$ cat src/core/hrl_pkg.sv
// hrl_pkg: shared constants for the binary hex record loader link
// assumes one clock domain; both ends import this package
package hrl_pkg;
  localparam logic [7:0] HRL_START_MARK = 8'h3a;
  localparam logic [7:0] HRL_TYPE_DATA = 8'h00;
  localparam logic [7:0] HRL_TYPE_END = 8'h01;
  localparam logic [7:0] HRL_TYPE_SEG = 8'h02;
  localparam logic [7:0] HRL_SEG_LEN = 8'h02;
  localparam logic [7:0] HRL_END_LEN = 8'h00;
  localparam logic [15:0] HRL_SEG_OFFSET = 16'h0000;
  localparam logic [15:0] HRL_SEG_LIMIT = 16'h2000;
  localparam int HRL_SEG_SHIFT = 4;
  localparam logic [7:0] HRL_CMD_WRITE = 8'h30;
  localparam logic [7:0] HRL_CMD_RAM = 8'h60;
  localparam logic [7:0] HRL_CMD_ERASE = 8'hf0;
  localparam logic [7:0] HRL_CMD_READ = 8'h40;
  localparam logic [7:0] HRL_CMD_ID = 8'hc0;
  localparam logic [7:0] HRL_CMD_STATUS = 8'hc3;
  localparam logic [7:0] HRL_ID_FIRST = 8'd9;
  localparam logic [7:0] HRL_ID_LAST = 8'd18;
  localparam logic [7:0] HRL_ST_FIRST = 8'd9;
  localparam logic [7:0] HRL_ST_LAST = 8'd12;
  localparam logic [15:0] HRL_FLASH_LO = 16'h8000;
  localparam logic [15:0] HRL_FLASH_HI = 16'hffff;
  localparam int HRL_FIFO_DEPTH = 16;
  typedef enum logic [7:0] {
    HRL_WAIT = 8'h01,
    HRL_LEN = 8'h02,
    HRL_OFS_HI = 8'h04,
    HRL_OFS_LO = 8'h08,
    HRL_TYPE = 8'h10,
    HRL_DATA = 8'h20,
    HRL_CSUM = 8'h40,
    HRL_IDLE = 8'h80
  } hrl_state_e;
endpackage

$ cat src/core/hrl_link_if.sv
// hrl_link_if: byte stream between controller and device, plus reply bytes
// assumes the serial framing sits outside; rx_err flags a receive error
interface hrl_link_if (input wire logic sys_clk);
  logic [7:0] rx_data;
  logic rx_valid;
  logic rx_err;
  logic [7:0] tx_data;
  logic tx_valid;
  modport device (input rx_data, input rx_valid, input rx_err, output tx_data, output tx_valid);
  modport ctrl (output rx_data, output rx_valid, output rx_err, input tx_data, input tx_valid);
endinterface

$ cat src/core/hrl_fifo.sv
// hrl_fifo: flip-flop fifo with valid/ready on both sides
// assumes a single clock, synchronous active-low reset
module hrl_fifo #(
  parameter int WIDTH = 8,
  parameter int DEPTH = 16
) (
  // clock and reset
  input wire logic sys_clk,
  input wire logic rstn,
  // fill side
  input wire logic [WIDTH-1:0] in_data,
  input wire logic in_valid,
  output logic in_ready,
  // drain side
  output logic [WIDTH-1:0] out_data,
  output logic out_valid,
  input wire logic out_ready
);
  localparam int AW = $clog2(DEPTH);
  if (DEPTH < 2 || (1 << AW) != DEPTH || WIDTH < 1)
    $error("fifo depth must be a power of two and width at least one");
  logic [WIDTH-1:0] mem [DEPTH];
  logic [AW:0] wr_ptr;
  logic [AW:0] rd_ptr;
  wire logic push = in_valid && in_ready;
  wire logic pop = out_valid && out_ready;
  assign in_ready = (wr_ptr - rd_ptr) != (AW+1)'(DEPTH);
  assign out_valid = wr_ptr != rd_ptr;
  assign out_data = mem[rd_ptr[AW-1:0]];
  always_ff @(posedge sys_clk)
  begin
    if (!rstn)
      wr_ptr <= '0;
    else if (push)
      wr_ptr <= wr_ptr + 1'b1;
  end
  always_ff @(posedge sys_clk)
  begin
    if (!rstn)
      rd_ptr <= '0;
    else if (pop)
      rd_ptr <= rd_ptr + 1'b1;
  end
  always_ff @(posedge sys_clk)
  begin
    if (push)
      mem[wr_ptr[AW-1:0]] <= in_data;
  end
endmodule

$ cat src/core/hrl_device.sv
// hrl_device: record parser, store interface and operation checksum
// assumes serial bytes arrive on the link already deframed; memory is outside
module hrl_device #(
  parameter int DEPTH = hrl_pkg::HRL_FIFO_DEPTH
) (
  // clock and reset
  input wire logic sys_clk,
  input wire logic rstn,
  // link
  hrl_link_if.device link,
  // command start from the command decoder
  input wire logic cmd_start,
  input wire logic [7:0] cmd_code,
  input wire logic overwrite_flag,
  // checksum feed for non-record commands (memory or transferred bytes)
  input wire logic sum_valid,
  input wire logic [7:0] sum_byte,
  input wire logic [7:0] sum_index,
  input wire logic sum_done,
  // store port toward flash or ram
  output logic [19:0] store_addr,
  output logic [7:0] store_data,
  output logic store_valid,
  input wire logic store_ready,
  // status
  output logic [15:0] op_sum,
  output logic busy,
  output logic idle_err
);
  import hrl_pkg::*;
  hrl_state_e state;
  hrl_state_e next_state;
  logic [7:0] cmd;
  logic [7:0] len;
  logic [7:0] cnt;
  logic [15:0] ofs;
  logic [7:0] rtype;
  logic [7:0] rsum;
  logic [15:0] seg;
  logic [15:0] seg_word;
  logic [2:0] reply_left;
  logic fifo_in_ready;
  logic [19:0] next_addr;
  logic rec_active;
  // only a data-record payload byte needs fifo room; header, checksum and segment payload bytes are never held back
  wire logic rx = link.rx_valid && state != HRL_IDLE && rec_active
    && (fifo_in_ready || state != HRL_DATA || rtype != HRL_TYPE_DATA);
  wire logic [7:0] b = link.rx_data;
  wire logic [7:0] sum_after = rsum + b;
  logic fmt_err;

  always_comb
  begin
    next_state = state;
    fmt_err = 1'b0;
    case (state)
      HRL_WAIT: if (b == HRL_START_MARK) next_state = HRL_LEN;
      HRL_LEN: next_state = HRL_OFS_HI;
      HRL_OFS_HI: next_state = HRL_OFS_LO;
      HRL_OFS_LO: next_state = HRL_TYPE;
      HRL_TYPE:
      begin
        if (b != HRL_TYPE_DATA && b != HRL_TYPE_END && b != HRL_TYPE_SEG)
          fmt_err = 1'b1;
        else if (b == HRL_TYPE_SEG && (len != HRL_SEG_LEN || ofs != HRL_SEG_OFFSET))
          fmt_err = 1'b1;
        else if (b == HRL_TYPE_END && len != HRL_END_LEN)
          fmt_err = 1'b1;
        else if (b == HRL_TYPE_DATA && seg > HRL_SEG_LIMIT)
          fmt_err = 1'b1;
        else if (len == 8'h00)
          next_state = HRL_CSUM;
        else
          next_state = HRL_DATA;
      end
      HRL_DATA: if (cnt == len - 8'h01) next_state = HRL_CSUM;
      HRL_CSUM:
      begin
        if (sum_after != 8'h00)
          fmt_err = 1'b1;
        else
          next_state = HRL_WAIT;
      end
      default: next_state = state;
    endcase
  end

  // records are parsed only while a write or ram load runs
  always_ff @(posedge sys_clk)
  begin
    if (!rstn)
      rec_active <= 1'b0;
    else if (cmd_start)
      rec_active <= (cmd_code == HRL_CMD_WRITE || cmd_code == HRL_CMD_RAM);
    else if (rx && state == HRL_CSUM && !fmt_err && rtype == HRL_TYPE_END)
      rec_active <= 1'b0;
  end

  always_ff @(posedge sys_clk)
  begin
    if (!rstn)
      state <= HRL_WAIT;
    else if (link.rx_err && rec_active)
      state <= HRL_IDLE;
    else if (cmd_start)
      state <= HRL_WAIT;
    else if (rx)
      state <= fmt_err ? HRL_IDLE : next_state;
  end

  always_ff @(posedge sys_clk)
  begin
    if (!rstn)
      idle_err <= 1'b0;
    else if (cmd_start)
      idle_err <= 1'b0;
    else if ((link.rx_err && rec_active) || (rx && fmt_err))
      idle_err <= 1'b1;
  end

  always_ff @(posedge sys_clk)
  begin
    if (!rstn)
    begin
      len <= 8'h00;
      ofs <= 16'h0000;
      rtype <= 8'h00;
      rsum <= 8'h00;
      cnt <= 8'h00;
      seg_word <= 16'h0000;
    end
    else if (rx)
    begin
      rsum <= (state == HRL_WAIT) ? 8'h00 : sum_after;
      case (state)
        HRL_LEN: len <= b;
        HRL_OFS_HI: ofs[15:8] <= b;
        HRL_OFS_LO: ofs[7:0] <= b;
        HRL_TYPE:
        begin
          rtype <= b;
          cnt <= 8'h00;
        end
        HRL_DATA:
        begin
          cnt <= cnt + 8'h01;
          if (cnt == 8'h00)
            seg_word[15:8] <= b;
          else
            seg_word[7:0] <= b;
        end
        default: cnt <= cnt;
      endcase
    end
  end

  always_ff @(posedge sys_clk)
  begin
    if (!rstn || cmd_start)
      seg <= 16'h0000;
    else if (rx && state == HRL_CSUM && !fmt_err && rtype == HRL_TYPE_SEG)
      seg <= seg_word;
  end

  assign next_addr = {seg, 4'h0} + {4'h0, ofs} + {12'h000, cnt};
  wire logic push = rx && state == HRL_DATA && rtype == HRL_TYPE_DATA;

  hrl_fifo #(.WIDTH(28), .DEPTH(DEPTH)) u_store_fifo (
    .sys_clk(sys_clk),
    .rstn(rstn),
    .in_data({next_addr, b}),
    .in_valid(push),
    .in_ready(fifo_in_ready),
    .out_data({store_addr, store_data}),
    .out_valid(store_valid),
    .out_ready(store_ready)
  );

  // payload bytes as stored during a ram load, plus external memory or transfer feed
  wire logic feed_ok = sum_valid && ((cmd == HRL_CMD_ID) ? (sum_index >= HRL_ID_FIRST && sum_index <= HRL_ID_LAST)
    : (cmd == HRL_CMD_STATUS) ? (sum_index >= HRL_ST_FIRST && sum_index <= HRL_ST_LAST) : 1'b1);
  // feed covers the erased, whole or read flash range
  wire logic store_take = store_valid && store_ready && cmd == HRL_CMD_RAM;
  wire logic [15:0] store_add = store_take ? {8'h00, store_data} : 16'h0000;
  wire logic [15:0] feed_add = feed_ok ? {8'h00, sum_byte} : 16'h0000;
  always_ff @(posedge sys_clk)
  begin
    if (!rstn || cmd_start)
      op_sum <= 16'h0000;
    else
      op_sum <= op_sum + store_add + feed_add;
  end

  always_ff @(posedge sys_clk)
  begin
    if (!rstn)
      cmd <= 8'h00;
    else if (cmd_start)
      cmd <= cmd_code;
  end

  // reply after sum_done, overwrite flag for write, then high, low
  always_ff @(posedge sys_clk)
  begin
    if (!rstn || cmd_start || state == HRL_IDLE)
      reply_left <= 3'd0;
    else if (sum_done && !store_valid)
      reply_left <= (cmd == HRL_CMD_WRITE) ? 3'd3 : 3'd2;
    else if (reply_left != 3'd0)
      reply_left <= reply_left - 3'd1;
  end

  always_ff @(posedge sys_clk)
  begin
    if (!rstn)
    begin
      link.tx_valid <= 1'b0;
      link.tx_data <= 8'h00;
    end
    else
    begin
      link.tx_valid <= reply_left != 3'd0;
      link.tx_data <= (reply_left == 3'd3) ? {7'h00, overwrite_flag} : (reply_left == 3'd2) ? op_sum[15:8] : op_sum[7:0];
    end
  end

  assign busy = rec_active || store_valid || reply_left != 3'd0;
endmodule

$ cat src/flat_wrapper.sv
// flat-port wrapper written by rule: the top's interface ports become plain ports
module hrl_device_flat import hrl_pkg::*;
#(
  parameter int DEPTH = hrl_pkg::HRL_FIFO_DEPTH
)
  (sys_clk, rstn, cmd_start, cmd_code, overwrite_flag, sum_valid, sum_byte, sum_index, sum_done, store_addr, store_data, store_valid, store_ready, op_sum, busy, idle_err, link_rx_data, link_rx_valid, link_rx_err, link_tx_data, link_tx_valid);
  hrl_link_if link_i (.sys_clk(sys_clk));
  input wire logic sys_clk;
  input wire logic rstn;
  input wire logic cmd_start;
  input wire logic [7:0] cmd_code;
  input wire logic overwrite_flag;
  input wire logic sum_valid;
  input wire logic [7:0] sum_byte;
  input wire logic [7:0] sum_index;
  input wire logic sum_done;
  output logic [19:0] store_addr;
  output logic [7:0] store_data;
  output logic store_valid;
  input wire logic store_ready;
  output logic [15:0] op_sum;
  output logic busy;
  output logic idle_err;
  input wire logic [$bits(link_i.rx_data)-1:0] link_rx_data;
  input wire logic [$bits(link_i.rx_valid)-1:0] link_rx_valid;
  input wire logic [$bits(link_i.rx_err)-1:0] link_rx_err;
  output wire logic [$bits(link_i.tx_data)-1:0] link_tx_data;
  output wire logic [$bits(link_i.tx_valid)-1:0] link_tx_valid;
  assign link_i.rx_data = link_rx_data;
  assign link_i.rx_valid = link_rx_valid;
  assign link_i.rx_err = link_rx_err;
  assign link_tx_data = link_i.tx_data;
  assign link_tx_valid = link_i.tx_valid;
  hrl_device #(.DEPTH(DEPTH)) u_core (.sys_clk(sys_clk), .rstn(rstn), .link(link_i), .cmd_start(cmd_start), .cmd_code(cmd_code), .overwrite_flag(overwrite_flag), .sum_valid(sum_valid), .sum_byte(sum_byte), .sum_index(sum_index), .sum_done(sum_done), .store_addr(store_addr), .store_data(store_data), .store_valid(store_valid), .store_ready(store_ready), .op_sum(op_sum), .busy(busy), .idle_err(idle_err));
endmodule
$ cat config.mk
export PLATFORM = sky130hd
export DESIGN_NAME = hrl_device_flat
export DESIGN_NICKNAME = d
export VERILOG_FILES = /design/src/core/hrl_pkg.sv /design/src/core/hrl_link_if.sv /design/src/core/hrl_fifo.sv /design/src/core/hrl_device.sv /design/src/flat_wrapper.sv
export SDC_FILE = /design/constraint.sdc
export NUM_CORES = 1
export LEC_CHECK = 0
export BUFFER_PORTS_ARGS = -buffer_cell sky130_fd_sc_hd__buf_2
export CELL_PAD_IN_SITES_DETAIL_PLACEMENT = 0
export CELL_PAD_IN_SITES_GLOBAL_PLACEMENT = 2
export CORE_UTILIZATION = 46
export DETAILED_ROUTE_END_ITERATION = 7
export PLACE_DENSITY = 0.86
export SLEW_MARGIN = 30
export SYNTH_ARGS = -nofsm -noshare
export SYNTH_HDL_FRONTEND = slang
export SYNTH_SLANG_ARGS = --single-unit
export TNS_END_PERCENT = 10
$ cat constraint.sdc
create_clock -name sys_clk -period 5.4 [get_ports sys_clk]
set_input_delay 1.08 -clock sys_clk [delete_from_list [all_inputs] [get_ports sys_clk]]
set_output_delay 1.08 -clock sys_clk [all_outputs]
set_load 0.01 [all_outputs]
# ---- Word level (Yosys, flattened, before mapping)
# Memory sizes are Yosys's and may differ from the RTL's. A register that Yosys moved wholly into a read port is not among the register bits.
# Cells that the tools add are included.
dict set report totals {
  inputBits 41
  elab_cells 181
  ram_bits 448
  memories 1
  ff_bits 136
  out_inout_bits 56
}
# memory words word_bits rd rd_ports_with_merged_regs wr line
set memory_table {}
lappend memory_table {u_core.u_store_fifo.mem 16 28 1 1 1 hrl_fifo.sv:22} ;# logic [WIDTH-1:0] mem [DEPTH];
dict set report classes {
  n_reduce_logical 63
  muxes 36
  n_addsub 11
  n_bitwise 2
  eq_ne 43
  magnitude_cmp 4
}
# op count
set op_table {}
lappend op_table {{$mux W8} 15}
lappend op_table {{$pmux W8 S7} 1}
lappend op_table {{$reduce_bool A8 Y1} 5}
lappend op_table {{$add A16 B16 Y16} 2}
lappend op_table {{$eq A8 B6 Y1 const B} 4}
lappend op_table {{$logic_not A8 Y1} 4}
lappend op_table {{$ne A5 B4 Y1 const B} 5}
lappend op_table {{$eq A8 B1 Y1 const B} 3}
lappend op_table {{$eq A8 B2 Y1 const B} 3}
lappend op_table {{$eq A8 B7 Y1 const B} 3}
lappend op_table {{$eq A8 B8 Y1 const B} 3}
lappend op_table {{$logic_and A1 B1 Y1} 23}
lappend op_table {{$add A20 B16 Y20} 1}
lappend op_table {{$add A20 B8 Y20} 1}
lappend op_table {{$reduce_and A9 Y1} 2}
lappend op_table {{$gt A16 B14 Y1 const B} 1}
lappend op_table {{$ne A8 B2 Y1 const B} 2}
lappend op_table {{$pmux W8 S2} 1}
lappend op_table {{$reduce_bool A16 Y1} 1}
lappend op_table {{$ne A3 B2 Y1 const B} 5}
lappend op_table {{$mux W1} 13}
lappend op_table {{$add A5 B1 Y5 const B} 2}
lappend op_table {{$ne A5 B2 Y1 const B} 2}
lappend op_table {{$reduce_and A2 Y1} 5}
lappend op_table {{other kinds (32)} 52}

# ---- Logic depth before layout (Yosys ltp)
dict set report depth {
  depth_word 12
  mapped_depth 21
  mapped_depth_nobuf 21
}

# ---- Modules after synthesis
# Synthesis repeated with hierarchy kept, for this count alone.
dict set report hier_totals {
  hier_cells 1572
  area_unflattened_um2 25171.6
}
# mod seq_area_each_um2 area_per_inst_um2 n_inst cells_per_inst
set modules_own_cells {}
lappend modules_own_cells {hrl_fifo 13733.2 17621.9 1 723}
lappend modules_own_cells {hrl_device 2522.4 7549.7 1 849}

# ---- Worst setup path before layout
# OpenSTA, ideal clock, no wires.
dict set report synth_path {
  path_kind {register -> register}
  startpoint {reg (tool-made name)}
  endpoint {reg u_core.op_sum[13]}
  setup_ns 0.128
  arrival_ns 4.350
  t_required_ns 5.272
  path_slack_ns 0.922
  synth_period_minus_slack_ns 4.478
  path_buffers 2
  path_stages_with_launch 19
  cell_sequence {dfxtp_1 > clkbuf_1 > clkbuf_1 > mux4_2 > mux4_2 > nand2_1 > fa_1 > inv_1 > ha_1 > inv_1 > fa_1 > nor2b_1 > o21ai_0 > a21oi_1 > o21ai_0 > a211oi_1 > nand3_1 > xor2_1 > nor2_1}
}
# item line
set synth_rtl {}
lappend synth_rtl {{end signal: assignment} hrl_device.sv:191} ;# op_sum <= op_sum + store_add + feed_add;
lappend synth_rtl {{end: declaration} hrl_device.sv:26} ;# output logic [15:0] op_sum,

==> summary by stage <==
Timing
At the pin with the least slew margin, the transition time is 0.881 ns. The final hold violation count is 0. Timing would allow up to 222 MHz. The total count of max-transition violations in the final report came to 0.

Dividing the final minimum period by the clock period gives 0.835. The worst slew slack as a fraction of its limit is 0.411. On the final layout, the worst clock skew is roughly 0.028 ns. The time the final worst path needs with I/O delays and setup is 4.51 ns. Across all setup checks in the final design, the least slack found is 0.890 ns. Summed over all failing endpoints, the final setup total negative slack is 0 ns. Setup violations remaining at the end of the flow were counted as 0. Setup repair after global routing left no endpoint under its margin.

Critical path
The worst setup path is captured at a flop. The signal arrival time at the worst endpoint is 4.99 ns. The setup path with the least slack is of type flop to flop. The worst path required time is approximately 5.9 ns.

Along the worst path, the maximum fanout reaches 25. STA classifies the critical path startpoint as a flop.

Global route
Entering global routing, the biggest net connects 74 pins. The initial antenna violation count is 2. The first global-routing pass estimated 86.1 mm of wire. Global routing finished with a remaining overflow of 0. The number of global-route vias before repair came to 14,096. For this run, the total global-route usage over all layers was measured as 0.205.

Drt
For this run, design rule violations remaining after detail routing come to 0. The detailed router finished its first iteration with 1,151 violations. The iteration count of the initial detailed-routing pass is 4. Using the TritonRoute via totals, the vias-per-cell ratio works out to 5.69.

The post-detailed-route wirelength per cell is 23.2 um. The remaining number of nets flagged by the antenna check after routing is 0. Across all layers, the routed design uses 13,912 vias.

Summed over all layers, the routed wires come to 56.7 mm.

Logic synthesis
Of the total synthesized cell area, the portion taken by full adders, half adders and majority gates is 0.0422. The synthesized design contains around 590 register bits. The share of the synthesized area in compound gates (AO/OA/AOI/OAI) is 0.0380.

After synthesis, the largest family of logic cells by area is multiplexers. In the synthesized netlist the async set-or-reset flop fraction comes to 0. The top cell type's share of synthesized area is 0.533. The total nets after synthesis is 1,689. The synthesized netlist occupies a cell area of 25,200 sq um. The share of the Yosys chip area taken by registers is 0.644.

The xor/xnor share of the synthesized area is 0.0186. The most used flip-flop cell after synthesis is sky130_fd_sc_hd__edfxtp_1. The share of cell area taken by muxes after synthesis is 0.155. The post-synthesis average cell area is approximately 16 sq um. In the post-synthesis netlist, the biggest area contributors are sky130_fd_sc_hd__edfxtp_1, sky130_fd_sc_hd__mux4_2, sky130_fd_sc_hd__dfxtp_1. The number of distinct library cell variants in the gate-level netlist after synthesis is 71. In this run, synthesis inferred 448 flip-flops with an integrated enable. The cell count after synthesis is 1,572. The library cell occupying the most area in the post-synthesis netlist is sky130_fd_sc_hd__edfxtp_1. The number of warnings reported in the yosys synthesis log is 0. Of the total synthesized cell area, the portion taken by AND, OR, NAND and NOR gates is 0.0835.

Floorplan
The die area is 55,800 sq um. After floorplanning, the core was sized to cover 54,000 sq um. Measured along the y axis, the die boundary spans roughly 240 um.

The effective utilization at floorplan is 0.467. Pin placement for this block handled 97 I/O pins. The placement row count is 85. The x dimension of the die is between 200 and 250 um.

Layout
The count of nets after finishing is 1,823. The library cell used most frequently in the layout, excluding fill and tap cells, is sky130_fd_sc_hd__edfxtp_1. The area growth from synthesis to final layout is 14.0%. The diode insertion count for antenna repair is 0.

In the layout the commonest cells are sky130_fd_sc_hd__edfxtp_1, sky130_fd_sc_hd__mux4_2, sky130_fd_sc_hd__dfxtp_1, sky130_fd_sc_hd__buf_2, sky130_fd_sc_hd__nand2_1. Measured on the finished design, the core utilization comes to 0.533. The fraction of final layout cells sized beyond drive strength 1 is 0.238.

CTS
The clock tree from TritonCTS is done. The H-tree level count is 2. The tree is rooted in a sky130_fd_sc_hd__clkbuf_16. TritonCTS created 59 clock buffers. The clock slew at the register clock pins of the worst setup and hold paths is 0.06 ns.

The later-pin clock latency in the skew report is 0.63 ns. Once the clock tree was built, the setup fixing pass inserted 0 buffers. The maximum root-to-sink buffer count is 3.

The count of hold buffers inserted by post-cts repair is 0. Post-CTS repair changed the size of 0 cells. Counting every sink on the clock net gives a little under 600.

Placed design
The half-perimeter wire length of the detailed placement result is between 30 and 40 mm. The final weighted congestion in routability-driven placement is 0.802. The minimum setup slack after placement is 0.539 ns.

The count of buffers from port buffering is 96.

Pwr
The power density relative to cell area is 315 nW/um^2. The analysis attributes to cell leakage a power of about 10 nW. The maximum ir drop on the vdd rail is 0.000246 V.

Status
The flow ran to the end, and the final reports show no timing, DRC or antenna violations.

Worst hold path
The path category of the worst min-delay check is flop to flop.

Job
The number of violations of the max-capacitance limit is 0.
## registers in the layout (all words and copies together), names as in the netlist, named ones only
register / count
u_core.idle_err: 1
u_core.op_sum: 16
u_core.u_store_fifo.rd_ptr: 5
u_core.link.tx_data: 8
u_core.state: 8
u_core.cnt: 8
u_core.seg_word: 16
u_core.rtype: 8
u_core.rsum: 8
u_core.rec_active: 1
u_core.seg: 16
u_core.cmd: 8
u_core.reply_left: 3
u_core.u_store_fifo.wr_ptr: 5
u_core.len: 8
u_core.link.tx_valid: 1
u_core.u_store_fifo.mem: 448
u_core.ofs: 16
## power breakdown
part           switching (mW)  internal, mW  total, mW
registers             0.00759          4.82       4.83
logic                   0.101        0.0597      0.160
clock network            1.69          2.37       4.06
## synth_stat cells, types with 9 or more instances
| cell type | number |
|---|---|
| sky130_fd_sc_hd__nor4_1 | 11 |
| sky130_fd_sc_hd__xnor2_1 | 32 |
| sky130_fd_sc_hd__dfxtp_1 | 140 |
| sky130_fd_sc_hd__nand2_1 | 89 |
| sky130_fd_sc_hd__a21o_1 | 10 |
| sky130_fd_sc_hd__edfxtp_1 | 448 |
| sky130_fd_sc_hd__mux4_2 | 140 |
| sky130_fd_sc_hd__xor2_1 | 19 |
| sky130_fd_sc_hd__nor3_1 | 29 |
| sky130_fd_sc_hd__clkbuf_1 | 48 |
| sky130_fd_sc_hd__o21ai_0 | 31 |
| sky130_fd_sc_hd__fa_1 | 15 |
| sky130_fd_sc_hd__or3_1 | 14 |
| sky130_fd_sc_hd__nand3_1 | 19 |
| sky130_fd_sc_hd__buf_2 | 9 |
| sky130_fd_sc_hd__nor2b_1 | 74 |
| sky130_fd_sc_hd__ha_1 | 61 |
| sky130_fd_sc_hd__mux2i_1 | 76 |
| sky130_fd_sc_hd__and3_1 | 9 |
| sky130_fd_sc_hd__inv_1 | 49 |
| sky130_fd_sc_hd__nor2_1 | 52 |
| sky130_fd_sc_hd__a21boi_0 | 9 |
| sky130_fd_sc_hd__a21oi_1 | 34 |
| sky130_fd_sc_hd__and2_1 | 21 |
## area by class of cell
type	count	area [sq um]
inverter	49	184
fill	4316	25300
timing repair buffer	139	807
tap	696	871
sequential	588	16300
multi-input combinational	869	8730
clock inverter	33	354
clock buffer	73	1560
## kinds of logic (layout without fill, tap and decap cells)
family,Yosys count,count (layout)
xor+xnor,52,52
mux,216,216
compound gates,144,144
buf+inv,115,294
simple gates,381,381
flops,588,588
fa+ha+maj,76,76
## through the flow
stage	hold WS [ns]	total power [mW]	cells	instance area, sq um
after CTS	0.446	9.12	2447	28700
after detailed placement	0.448	5.09	2341	26800
after floorplan	0.434	5.02	1572	25200
after global routing	0.468	9.33	2447	28800
final	0.435	9.05	2447	28800
after global placement	0.439	5.09	2341	26800
## metal layers
metal | up-vias | routed length, um | GRT usage
li1 | 6355 | - | -
met1 | 7172 | 24900 | 0.279
met2 | 305 | 28300 | 0.347
met3 | 80 | 2410 | 0.0304
met4 | 0 | 1110 | 0.0490
met5 | - | 0 | 0
## critical path: stages (launching register included)
cell                       delay [ns]
sky130_fd_sc_hd__dfxtp_4         0.67
sky130_fd_sc_hd__mux4_2          0.58
sky130_fd_sc_hd__mux4_2          0.48
sky130_fd_sc_hd__nand2_1         0.11
sky130_fd_sc_hd__fa_1            0.41
sky130_fd_sc_hd__inv_1           0.07
sky130_fd_sc_hd__ha_1            0.17
sky130_fd_sc_hd__inv_1           0.06
sky130_fd_sc_hd__fa_1            0.38
sky130_fd_sc_hd__nor2b_1         0.15
sky130_fd_sc_hd__o21ai_0         0.12
sky130_fd_sc_hd__a21oi_1         0.21
sky130_fd_sc_hd__o21ai_0         0.17
sky130_fd_sc_hd__a211oi_1        0.43
sky130_fd_sc_hd__nand3_1         0.16
sky130_fd_sc_hd__xor2_1          0.16
sky130_fd_sc_hd__nor2_1          0.05
## worst paths after layout
check | start | to | slack, ns | depth (start not counted)
max reg2reg | flop | u_core.op_sum[13]$_SDFF_PP0_ | 0.89 | 16
min reg2reg | u_core.seg_word[15]$_SDFFE_PN0P_ | u_core.seg[15]$_SDFFE_PP0P_ | 0.44 | 2
max | flop | u_core.op_sum[13]$_SDFF_PP0_ | 0.89 | 16
min | u_core.seg_word[15]$_SDFFE_PN0P_ | u_core.seg[15]$_SDFFE_PP0P_ | 0.44 | 2
Power figures use the tool's default switching activity.
